[src/hw/vab_params.svh]
// Register offsets, field positions, reset values and constants of the video adjust register bank
`ifndef VAB_PARAMS_SVH
`define VAB_PARAMS_SVH

// ****************************************
// Register subaddresses
// ****************************************
// Six bits wide: the upper three registers sit above the five-bit subaddress field
`define VAB_OFS_SIG_MID 6'h1a
`define VAB_OFS_SIG_LOW 6'h1b
`define VAB_OFS_LUMA_GAIN 6'h1d
`define VAB_OFS_U_GAIN 6'h1e
`define VAB_OFS_V_GAIN 6'h1f
`define VAB_OFS_PHASE 6'h20
`define VAB_OFS_PEDESTAL 6'h21
`define VAB_OFS_PEAKING 6'h22

// ****************************************
// Field positions and widths
// ****************************************
`define VAB_GAIN_MSB 5
`define VAB_PED_MSB 4
`define VAB_PEAK_MSB 3
`define VAB_SHARED_MID_MSB 5
`define VAB_COPY_ONLY_LSB 6

// ****************************************
// Reset values and code limits
// ****************************************
`define VAB_RST_SIG 8'h00
`define VAB_RST_GAIN 8'h20
`define VAB_RST_PHASE 8'h80
`define VAB_RST_PEDESTAL 8'h00
`define VAB_RST_PEAKING 8'h06
`define VAB_PED_MAX 5'h12
`define VAB_PEAK_MAX 4'hc
`define VAB_PHASE_ZERO 8'h80
// Gain factor is 0.75 + code/128, i.e. (96 + code)/128
`define VAB_GAIN_BASE 8'h60

`endif

[src/hw/vab_pkg.sv]
// Types shared by the video adjust register bank
package vab_pkg;

    typedef enum logic [1:0] {
        VAB_ST_IDLE = 2'b00,
        VAB_ST_ADDR = 2'b01,
        VAB_ST_DATA = 2'b11
    } vab_state_t;

    // One host register access from the serial subaddress interface
    typedef struct packed {
        logic wr;
        logic [5:0] addr;
        logic [7:0] data;
    } vab_req_t;

    // Settings presented to the video paths
    typedef struct packed {
        // Eight bits: 96 + 63 reaches 159, past a seven-bit range
        logic [7:0] luma_mult;
        logic [7:0] u_mult;
        logic [7:0] v_mult;
        logic signed [8:0] phase_steps;
        logic [4:0] pedestal_code;
        logic [3:0] peaking_code;
        logic pedestal_ok;
        logic peaking_ok;
    } vab_adj_t;

    // Payload for the vertical blanking line insertion
    typedef struct packed {
        logic [19:0] copy_payload;
        logic [13:0] wide_payload;
        logic is_pal;
    } vab_line_t;

endpackage

[src/hw/vab_line_map.sv]
// Maps the shared signalling registers onto copy-management or wide-screen payloads
`timescale 1ns/1ns
`include "vab_params.svh"
module vab_line_map
    import vab_pkg::*;
(
    input wire logic [7:0] i_sig_first,
    input wire logic [7:0] i_sig_mid,
    input wire logic [7:0] i_sig_low,
    input wire logic i_pal_mode,
    output vab_line_t o_line
);

    // ****************************************
    // Payload assembly
    // ****************************************
    // Both payloads are always formed; the standard only selects which the inserter uses
    always_comb begin
        o_line.is_pal = i_pal_mode;
        o_line.copy_payload[7:0] = i_sig_low;
        o_line.copy_payload[15:8] = i_sig_mid;
        o_line.copy_payload[19:16] = i_sig_first[3:0];
        o_line.wide_payload[7:0] = i_sig_low;
        // Upper two bits of the mid register never reach the wide-screen word
        o_line.wide_payload[13:8] = i_sig_mid[`VAB_SHARED_MID_MSB:0];
    end

endmodule

[src/hw/vab_top.sv]
// Video adjust register bank: host registers for line signalling and picture adjustment
//
// Summary of operation
// - Shared bits follow NTSC copy or PAL wide-screen
// - Mid register top bits are copy data only
// - Low register eight bits form shared field
// - Luma gain is 0.75 plus code over 128
// - U gain is 0.75 plus code over 128
// - V gain is 0.75 plus code over 128
// - Hue offset is (code minus 128) steps
// - Code 80 hex gives zero hue shift
// - Hue shifts active video, burst stays unshifted
// - Pedestal code 0 to 18 gives 0-7.5 IRE
// - Pedestal applies in PAL and NTSC
// - Thirteen peaking responses, codes 0 to 12 of four-bit code
// - Copy payload C8-C15 mid, C0-C7 low
// - Wide payload W0-W7 low, W8-W13 mid
`timescale 1ns/1ns
`include "vab_params.svh"
module vab_top
    import vab_pkg::*;
(
    input wire logic i_mclk,
    input wire logic i_arst_n,
    input wire logic i_wr_en,
    input wire logic i_rd_en,
    input wire logic [4:0] i_register_subaddress,
    input wire logic [5:0] i_subaddress_hi,
    input wire logic [7:0] i_wr_data,
    input wire logic [7:0] i_sig_first,
    input wire logic i_pal_mode,
    input wire logic i_burst_gate,
    output logic [7:0] o_rd_data,
    output logic o_rd_valid,
    output logic o_addr_hit,
    output vab_adj_t o_adj,
    output vab_line_t o_line,
    output logic signed [8:0] o_active_phase_steps
);

    // ****************************************
    // Address decode
    // ****************************************
    // Bus address is six bits: subaddresses 0x20-0x22 need the bit above the five-bit field
    logic [5:0] addr;
    // Register indices into the select vector, in read-back order
    localparam int IX_SIG_MID = 0;
    localparam int IX_SIG_LOW = 1;
    localparam int IX_LUMA_GAIN = 2;
    localparam int IX_U_GAIN = 3;
    localparam int IX_V_GAIN = 4;
    localparam int IX_PHASE = 5;
    localparam int IX_PEDESTAL = 6;
    localparam int IX_PEAKING = 7;
    localparam int NREG = 8;
    logic [NREG-1:0] reg_sel;
    logic [7:0] bank_view [NREG];
    logic [7:0] sig_mid_ff;
    logic [7:0] sig_low_ff;
    logic [7:0] luma_gain_ff;
    logic [7:0] u_gain_ff;
    logic [7:0] v_gain_ff;
    logic [7:0] phase_ff;
    logic [7:0] pedestal_ff;
    logic [7:0] peaking_ff;
    logic [7:0] nxt_rd_data;
    logic [7:0] rd_data_ff;
    logic rd_valid_ff;
    vab_adj_t adj_ff;
    logic signed [8:0] active_phase_ff;

    assign addr = {i_subaddress_hi[0], i_register_subaddress};

    // Six-bit offset of each bank register; offsets above 0x1f carry their top bit in i_subaddress_hi
    function automatic logic [5:0] vab_ofs(input int idx);
        case (idx)
            IX_SIG_MID: vab_ofs = `VAB_OFS_SIG_MID;
            IX_SIG_LOW: vab_ofs = `VAB_OFS_SIG_LOW;
            IX_LUMA_GAIN: vab_ofs = `VAB_OFS_LUMA_GAIN;
            IX_U_GAIN: vab_ofs = `VAB_OFS_U_GAIN;
            IX_V_GAIN: vab_ofs = `VAB_OFS_V_GAIN;
            IX_PHASE: vab_ofs = `VAB_OFS_PHASE;
            IX_PEDESTAL: vab_ofs = `VAB_OFS_PEDESTAL;
            default: vab_ofs = `VAB_OFS_PEAKING;
        endcase
    endfunction

    // One select line per register, shared by the write, read-back and hit logic
    for (genvar g = 0; g < NREG; g++) begin : g_sel
        assign reg_sel[g] = (addr == vab_ofs(g));
    end

    // Offsets are distinct, so at most one select is high
    logic hit;
    assign hit = |reg_sel;
    assign o_addr_hit = hit;

    // ****************************************
    // Signalling registers
    // ****************************************
    // Stored as written; copy or wide-screen meaning is given later by the standard
    always_ff @(posedge i_mclk or negedge i_arst_n) begin
        if (!i_arst_n) begin
            sig_mid_ff <= `VAB_RST_SIG;
            sig_low_ff <= `VAB_RST_SIG;
        end else if (i_wr_en) begin
            if (reg_sel[IX_SIG_MID]) begin
                sig_mid_ff <= i_wr_data;
            end
            if (reg_sel[IX_SIG_LOW]) begin
                sig_low_ff <= i_wr_data;
            end
        end
    end

    // ****************************************
    // Gain registers
    // ****************************************
    // Reserved bits are stored as written so read-back matches; the video path ignores them
    always_ff @(posedge i_mclk or negedge i_arst_n) begin
        if (!i_arst_n) begin
            luma_gain_ff <= `VAB_RST_GAIN;
            u_gain_ff <= `VAB_RST_GAIN;
            v_gain_ff <= `VAB_RST_GAIN;
        end else if (i_wr_en) begin
            if (reg_sel[IX_LUMA_GAIN]) begin
                luma_gain_ff <= i_wr_data;
            end
            if (reg_sel[IX_U_GAIN]) begin
                u_gain_ff <= i_wr_data;
            end
            if (reg_sel[IX_V_GAIN]) begin
                v_gain_ff <= i_wr_data;
            end
        end
    end

    // ****************************************
    // Hue, pedestal and peaking registers
    // ****************************************
    always_ff @(posedge i_mclk or negedge i_arst_n) begin
        if (!i_arst_n) begin
            phase_ff <= `VAB_RST_PHASE;
            pedestal_ff <= `VAB_RST_PEDESTAL;
            peaking_ff <= `VAB_RST_PEAKING;
        end else if (i_wr_en) begin
            if (reg_sel[IX_PHASE]) begin
                phase_ff <= i_wr_data;
            end
            if (reg_sel[IX_PEDESTAL]) begin
                pedestal_ff <= i_wr_data;
            end
            if (reg_sel[IX_PEAKING]) begin
                peaking_ff <= i_wr_data;
            end
        end
    end

    // ****************************************
    // Read-back
    // ****************************************
    // Registers in select order, so decode and read-back share one index
    assign bank_view[IX_SIG_MID] = sig_mid_ff;
    assign bank_view[IX_SIG_LOW] = sig_low_ff;
    assign bank_view[IX_LUMA_GAIN] = luma_gain_ff;
    assign bank_view[IX_U_GAIN] = u_gain_ff;
    assign bank_view[IX_V_GAIN] = v_gain_ff;
    assign bank_view[IX_PHASE] = phase_ff;
    assign bank_view[IX_PEDESTAL] = pedestal_ff;
    assign bank_view[IX_PEAKING] = peaking_ff;

    // Unmapped addresses read as zero; selects are one-hot, so OR-ing masked bytes is enough
    always_comb begin
        nxt_rd_data = 8'h00;
        for (int i = 0; i < NREG; i++) begin
            nxt_rd_data = nxt_rd_data | ({8{reg_sel[i]}} & bank_view[i]);
        end
    end

    // Read data registered one cycle after the strobe
    always_ff @(posedge i_mclk or negedge i_arst_n) begin
        if (!i_arst_n) begin
            rd_data_ff <= 8'h00;
            rd_valid_ff <= 1'b0;
        end else begin
            rd_valid_ff <= i_rd_en;
            if (i_rd_en) begin
                rd_data_ff <= nxt_rd_data;
            end
        end
    end

    assign o_rd_data = rd_data_ff;
    assign o_rd_valid = rd_valid_ff;

    // ****************************************
    // Video path settings
    // ****************************************
    // Registered so a host write takes effect one cycle later, on whole settings at once
    always_ff @(posedge i_mclk or negedge i_arst_n) begin
        if (!i_arst_n) begin
            adj_ff <= '0;
        end else begin
            // Multiplier over 128: 96 + code spans 0.75 to 1.242
            adj_ff.luma_mult <= `VAB_GAIN_BASE + {2'b00, luma_gain_ff[`VAB_GAIN_MSB:0]};
            adj_ff.u_mult <= `VAB_GAIN_BASE + {2'b00, u_gain_ff[`VAB_GAIN_MSB:0]};
            adj_ff.v_mult <= `VAB_GAIN_BASE + {2'b00, v_gain_ff[`VAB_GAIN_MSB:0]};
            // Signed steps of 0.17578125 degrees; 0x80 gives zero
            adj_ff.phase_steps <= $signed({1'b0, phase_ff}) - $signed({1'b0, `VAB_PHASE_ZERO});
            // Same pedestal in both standards, no mode term on purpose
            adj_ff.pedestal_code <= pedestal_ff[`VAB_PED_MSB:0];
            adj_ff.pedestal_ok <= (pedestal_ff[`VAB_PED_MSB:0] <= `VAB_PED_MAX);
            adj_ff.peaking_code <= peaking_ff[`VAB_PEAK_MSB:0];
            adj_ff.peaking_ok <= (peaking_ff[`VAB_PEAK_MSB:0] <= `VAB_PEAK_MAX);
        end
    end

    assign o_adj = adj_ff;

    // ****************************************
    // Hue gating against burst
    // ****************************************
    // Burst keeps the reference phase, so the offset is forced to zero while it is gated
    always_ff @(posedge i_mclk or negedge i_arst_n) begin
        if (!i_arst_n) begin
            active_phase_ff <= '0;
        end else if (i_burst_gate) begin
            active_phase_ff <= '0;
        end else begin
            active_phase_ff <= adj_ff.phase_steps;
        end
    end

    assign o_active_phase_steps = active_phase_ff;

    // ****************************************
    // Line insertion payload
    // ****************************************
    vab_line_map u_line_map (
        .i_sig_first(i_sig_first),
        .i_sig_mid(sig_mid_ff),
        .i_sig_low(sig_low_ff),
        .i_pal_mode(i_pal_mode),
        .o_line(o_line)
    );

endmodule

[config.mk]
export PLATFORM = sky130hd
export DESIGN_NAME = vab_top
export DESIGN_NICKNAME = d
export VERILOG_FILES = /design/src/hw/vab_pkg.sv /design/src/hw/vab_line_map.sv /design/src/hw/vab_top.sv
export VERILOG_INCLUDE_DIRS = /design/src /design/src/hw
export SDC_FILE = /design/constraint.sdc
export NUM_CORES = 1
export LEC_CHECK = 0
export BUFFER_PORTS_ARGS = -buffer_cell sky130_fd_sc_hd__buf_2
export CAP_MARGIN = 20
export CORE_MARGIN = 5
export CORE_UTILIZATION = 52
export CTS_CLUSTER_SIZE = 40
export DETAILED_ROUTE_END_ITERATION = 8
export MAX_ROUTING_LAYER = met4
export PLACE_DENSITY_LB_ADDON = 0.2
export SETUP_SLACK_MARGIN = 0.2
export SYNTH_ARGS = -nofsm -noshare
export SYNTH_HDL_FRONTEND = slang
export SYNTH_SLANG_ARGS = --single-unit
[constraint.sdc]
create_clock -name i_mclk -period 1.25 [get_ports i_mclk]
set_clock_uncertainty 0.05 [all_clocks]
set_input_delay 0.25 -clock i_mclk [delete_from_list [all_inputs] [get_ports i_mclk]]
set_output_delay 0.25 -clock i_mclk [all_outputs]
set_load 0.02 [all_outputs]
# Word-level counts from Yosys, hierarchy flattened

Index checks and enable logic that the tools add are counted.

Output and inout bits: 98
Input bits: 33
Register bits: 126
Logic and storage cells: 58

Bitwise logic cells: 15
Muxes and demuxes: 1
Equality and inequality tests: 8
Add/subtract/negate cells: 4
$lt $le $gt $ge: 2
Reduce and logical (&&, ||, !) cells: 9

Operators by type and width:

| cell                | count |
|---|---|
| $and 8x8->8         | 8 |
| $or 8x8->8          | 7 |
| $eq 6x5->1 const B  | 5 |
| $add 7x6->8 const A | 3 |
| $eq 6x6->1 const B  | 3 |
| $reduce_and 2->1    | 8 |
| $mux 9              | 1 |
| $sub 8x8->9 const B | 1 |
| $reduce_or 8->1     | 1 |
| $le 5x5->1 const B  | 1 |
| $le 4x4->1 const B  | 1 |

# Logic depth before layout (Yosys ltp)

Word-level depth: 9
Mapped depth: 6

# By module

Synthesis repeated with hierarchy kept, for this count alone.

Cells, all modules: 338
Area total of the unflattened synthesis: 4790.8 µm²

By module, submodules not included:

| module       | area an instance (µm²) | cells each | times used | sequential area each (µm²) |
|---|---|---|---|---|
| vab_top      | 4528.1                 | 303        | 1          | 3035.4 |
| vab_line_map | 262.8                  | 35         | 1          | 0.0 |

# Worst setup path before layout

No wires, ideal clock.

Path kind: input to register
Start: input port i_wr_en
End: register sig_low_ff[0]
Stages: 4
Library setup time: 0.125 ns
Data required time: 1.075 ns
Arrival: 1.596 ns
Slack: -0.521 ns
Cells stage by stage: clkbuf_1 inv_1 nor4_2 mux2_2

Cells in the longest elaborated chain, start to end: 1

Ends and longest elaborated chain:

| what                              | line           | RTL |
|---|---|---|
| start: declaration                | vab_top.sv:25  | `input wire logic i_wr_en,` |
| $reduce_and 2->1 (no source line) | n/a            |  |
| end signal: assignment            | vab_top.sv:105 | `` sig_low_ff <= `VAB_RST_SIG; `` |
| end signal: assignment            | vab_top.sv:111 | `sig_low_ff <= i_wr_data;` |
| end: declaration                  | vab_top.sv:59  | `logic [7:0] sig_low_ff;` |

Every way passes these cells.
A chain may end at the register's enable or synchronous reset.

# Worst setup path in the final report

Start: input port i_register_subaddress[4]
End: output port o_addr_hit

Cells in the longest elaborated chain, start to end: 2
Elaborated cells on any way between the ends: 9
Classes of those cells: 8 x eq/ne; 1 x reduce/logical

Ends and longest elaborated chain:

| what                                     | line          | RTL |
|---|---|---|
| start: declaration                       | vab_top.sv:27 | `input wire logic [4:0] i_register_subaddress,` |
| $eq 6x5->1 or $eq 6x6->1 (tied branches) | vab_top.sv:90 | `assign reg_sel[g] = (addr == vab_ofs(g));` |
| $reduce_or 8->1 *                        | vab_top.sv:95 | `assign hit = \|reg_sel;` |
| end: declaration                         | vab_top.sv:35 | `output logic o_addr_hit,` |

Mark *: on every way between the ends. The rest lies on a longest branch, timed or not.

==> flow_metrics.py <==
metrics = {
    "critical_path": {
        "arrival_ps": 1200,
        "crit-reg2reg-launch": "sig_low_ff[4]",
        "cp_common_cell": "buf_6",
        "start_kind": "input port",
        "reg2reg_depth": 5,
        "r2r_end": "o_rd_data[4]",
        "cp_max_fo": 2,
        "r2r_slack_ps": -60,
        "cpMaxStageDelayCell": "or4b_4",
        "required_ps": 950,
        "cp-endpoint": "o_addr_hit",
        "slowest_delay_ps": 580,
        "path_cells": "buf_6, or4b_4, o22ai_4, buf_6",
        "crit_start": "i_register_subaddress[4]",
        "end_kind": "output pin",
        "critical_path_class": "input port to output pin",
    },
    "detailed_routing": {
        "via_per_inst": 5.59,
        "wirelength_um": 13600,
        "via_count": 3377,
        "drt_iter0_drc": 199,
        "wire_per_inst_um": 22.5,
        "dr.pass1.iters": 6,
        "ant_nets": 0,
        "route.detailed.drc": 0,
    },
    "clocking": {
        "clk_pin_slew_ps": 60,
        "cts_buffers": 17,
        "clk_path_buf_depth": 2,
        "cts_max_level": 4,
        "insertion_delay_ps": 520,
        "cts_tree": "yes",
        "cts_sinks": 121,
        "root_buffer": "clkbuf_8",
    },
    "layout": {
        "areaGrowthSynthToFinish_pct": 57.5,
        "layout-drive-gt1-share": 0.651,
        "fin_nets": 516,
        "final_cell_area_um2": 7360,
        "insertedDiodeCount": 0,
        "final_util": 0.843,
    },
    "place": {
        "port_buffers": 111,
        "placed_cell_area_um2": 5400,
        "gp_congestion": 0.926,
        "dp_hpwl_um": 7570,
        "pre_cts_slack_ps": -614,
    },
    "floorplan": {
        "rows": 34,
        "die_area_um2": 11000,
        "start_util": 0.536,
        "die_x_um": 105,
        "io_pins": 131,
        "coreArea_um2": 8720,
        "fp.dieH_um": 105,
    },
    "status": {
        "status": "finished, violations left",
        "violations": "setup timing",
    },
    "power_and_ir_drop": {
        "power.total_mw": 11.8,
        "peakVddDrop_mv": 1.09,
        "powerDensity_nw_per_um2": 1610,
        "total_leakage_power_nw": 3.58,
    },
    "timing": {
        "report.final.slew_viol_count": 0,
        "rsz0062_at_grt": "yes",
        "fin_crit_sh": 1.20,
        "finalHoldViolations": 0,
        "setup_viol": 138,
        "relSlewSlack": 0.685,
        "max_freq_mhz": 667,
        "worst_slew_pin_slew_ps": 470,
        "holdWs_ps": 110,
        "fin_ws_ps": -250,
        "period_needed_ps": 1500,
    },
    "grt": {
        "grt_pass1_wl_um": 20700,
        "overflow": 0,
        "first_global_vias": 3678,
        "antenna_found_initial": 0,
        "grt_max_degree": 83,
        "track_usage": 0.253,
    },
    "synthesis": {
        "yosysTopAreaCellShare": 0.616,
        "synthesis.nets": 355,
        "netlist_top_cells_area": "dfrtp_1 62%, mux2_2 15%, buf_4 3.9%",
        "ys_ff_latch": 121,
        "syn-cell-area_um2": 4670,
        "yosysWarnings": 0,
        "syn_area_per_cell_um2": 14.5,
        "ys_types": 30,
        "yosys.area.top_type": "dfrtp_1",
        "yosysSeqAreaShare": 0.650,
        "syn_inst": 322,
    },
    "hold_path": {
        "hold_depth": 2,
        "hold_path.class": "input port to flip-flop",
    },
    "run": {
        "max_cap_viol_count": 0,
    },
}
-- timing repair --
action	CTS	global route
gates cloned	0	0
pin swaps	15	5
endpoints found under the hold margin	127	0
setup buffers	24	10
gates resized for setup	269	36
setup endpoints to repair	161	163
hold buffers	3	0
-- metrics by stage --
stage | setup TNS, ps | instances
2_1_floorplan | -26660 | 322
3_3_place_gp | -31030 | 535
3_5_place_dp | -33080 | 535
4_1_cts | -11790 | 594
5_1_grt | -16660 | 604
6_report | -12380 | 604
-- cells by family after synthesis --
kind of cell           share of synthesized area
DFF                                        0.650
muxes                                      0.171
buffers and inverters                     0.0530
and+or+nand+nor                           0.0557
AOI/OAI and AO/OA                         0.0699
-- how the worst min path moves through the flow --
stage | start | endpoint
6_report | i_wr_data[1] | sig_low_ff[1]
4_1_cts | i_wr_data[1] | sig_low_ff[1]
5_1_grt | i_wr_data[2] | sig_mid_ff[2]
2_1_floorplan | i_arst_n | luma_gain_ff[0]
3_3_place_gp | i_arst_n | o_active_phase_steps[4]
3_5_place_dp | i_arst_n | o_active_phase_steps[4]
-- registers in the layout, summed over array words and instances (netlist names) --
name	flops
o_active_phase_steps	8
sig_mid_ff	8
o_rd_valid	1
pedestal_ff	8
o_adj	40
o_rd_data	8
u_gain_ff	8
sig_low_ff	8
phase_ff	8
v_gain_ff	8
luma_gain_ff	8
peaking_ff	8
-- placed cells by master, fill, tap and decap left out, types with 4 or more instances in the layout --
| master | instances |
|---|---|
| a22oi_1 | 4 |
| nor3_1 | 4 |
| dfrtp_1 | 111 |
| mux2_4 | 41 |
| buf_6 | 110 |
| a22oi_2 | 11 |
| mux2_2 | 23 |
| nor2b_1 | 9 |
| dfstp_2 | 6 |
| inv_1 | 8 |
| mux2i_1 | 5 |
| buf_2 | 15 |
| a22o_1 | 8 |
| a21oi_2 | 6 |
| clkinv_2 | 5 |
| dfrtp_2 | 4 |
| nor2_1 | 8 |
| buf_4 | 41 |
| a41oi_2 | 6 |
| clkbuf_16 | 16 |
-- critical path: cells and delay by family --
kind            cells  cell delay, ps
simple gates        1             580
compound gates      1             130
buf+inv             2             230
-- cells in the mapped netlist (all sizes together) --
cell,n
mux2i,8
nand3b,1
a22o,8
nor2b,11
clkbuf,6
inv,8
nor2,10
buf,27
nand2,6
a211o,1
nand2b,1
nor4,1
dfstp,6
nor3,10
a221oi,1
mux2,64
a41oi,7
a31oi,1
o22ai,1
or4b,1
nand3,3
dfrtp,115
a21oi,9
o211ai,1
a22oi,15
-- area by class of cell --
type / instances / area, um2
multi-input cells: 160 / 1830
clock inverters: 12 / 125
inverters: 8 / 30.0
clock buffers: 20 / 435
fillers: 383 / 1370
repair buffers: 175 / 1760
well taps: 108 / 135
flip-flops and latches: 121 / 3040
-- routing by layer --
| metal | vias to the layer above | GRT usage | wire length [um] | part of all wire |
|---|---|---|---|---|
| met2 | 159 | 0.388 | 6660 | 0.49 |
| li1 | 1459 | - | - | - |
| met4 | 0 | 0.107 | 467 | 0.034 |
| met5 | - | - | 0 | 0 |
| met3 | 36 | 0.0697 | 990 | 0.073 |
| met1 | 1723 | 0.317 | 5470 | 0.40 |
-- power by group --
group	internal, mW	switching [mW]	leakage [nW]
sequential	4.42	0.421	1.56
combinational	1.29	1.08	1.76
clock	2.87	1.74	0.271
Note: power is estimated with default switching activity, not from simulation.
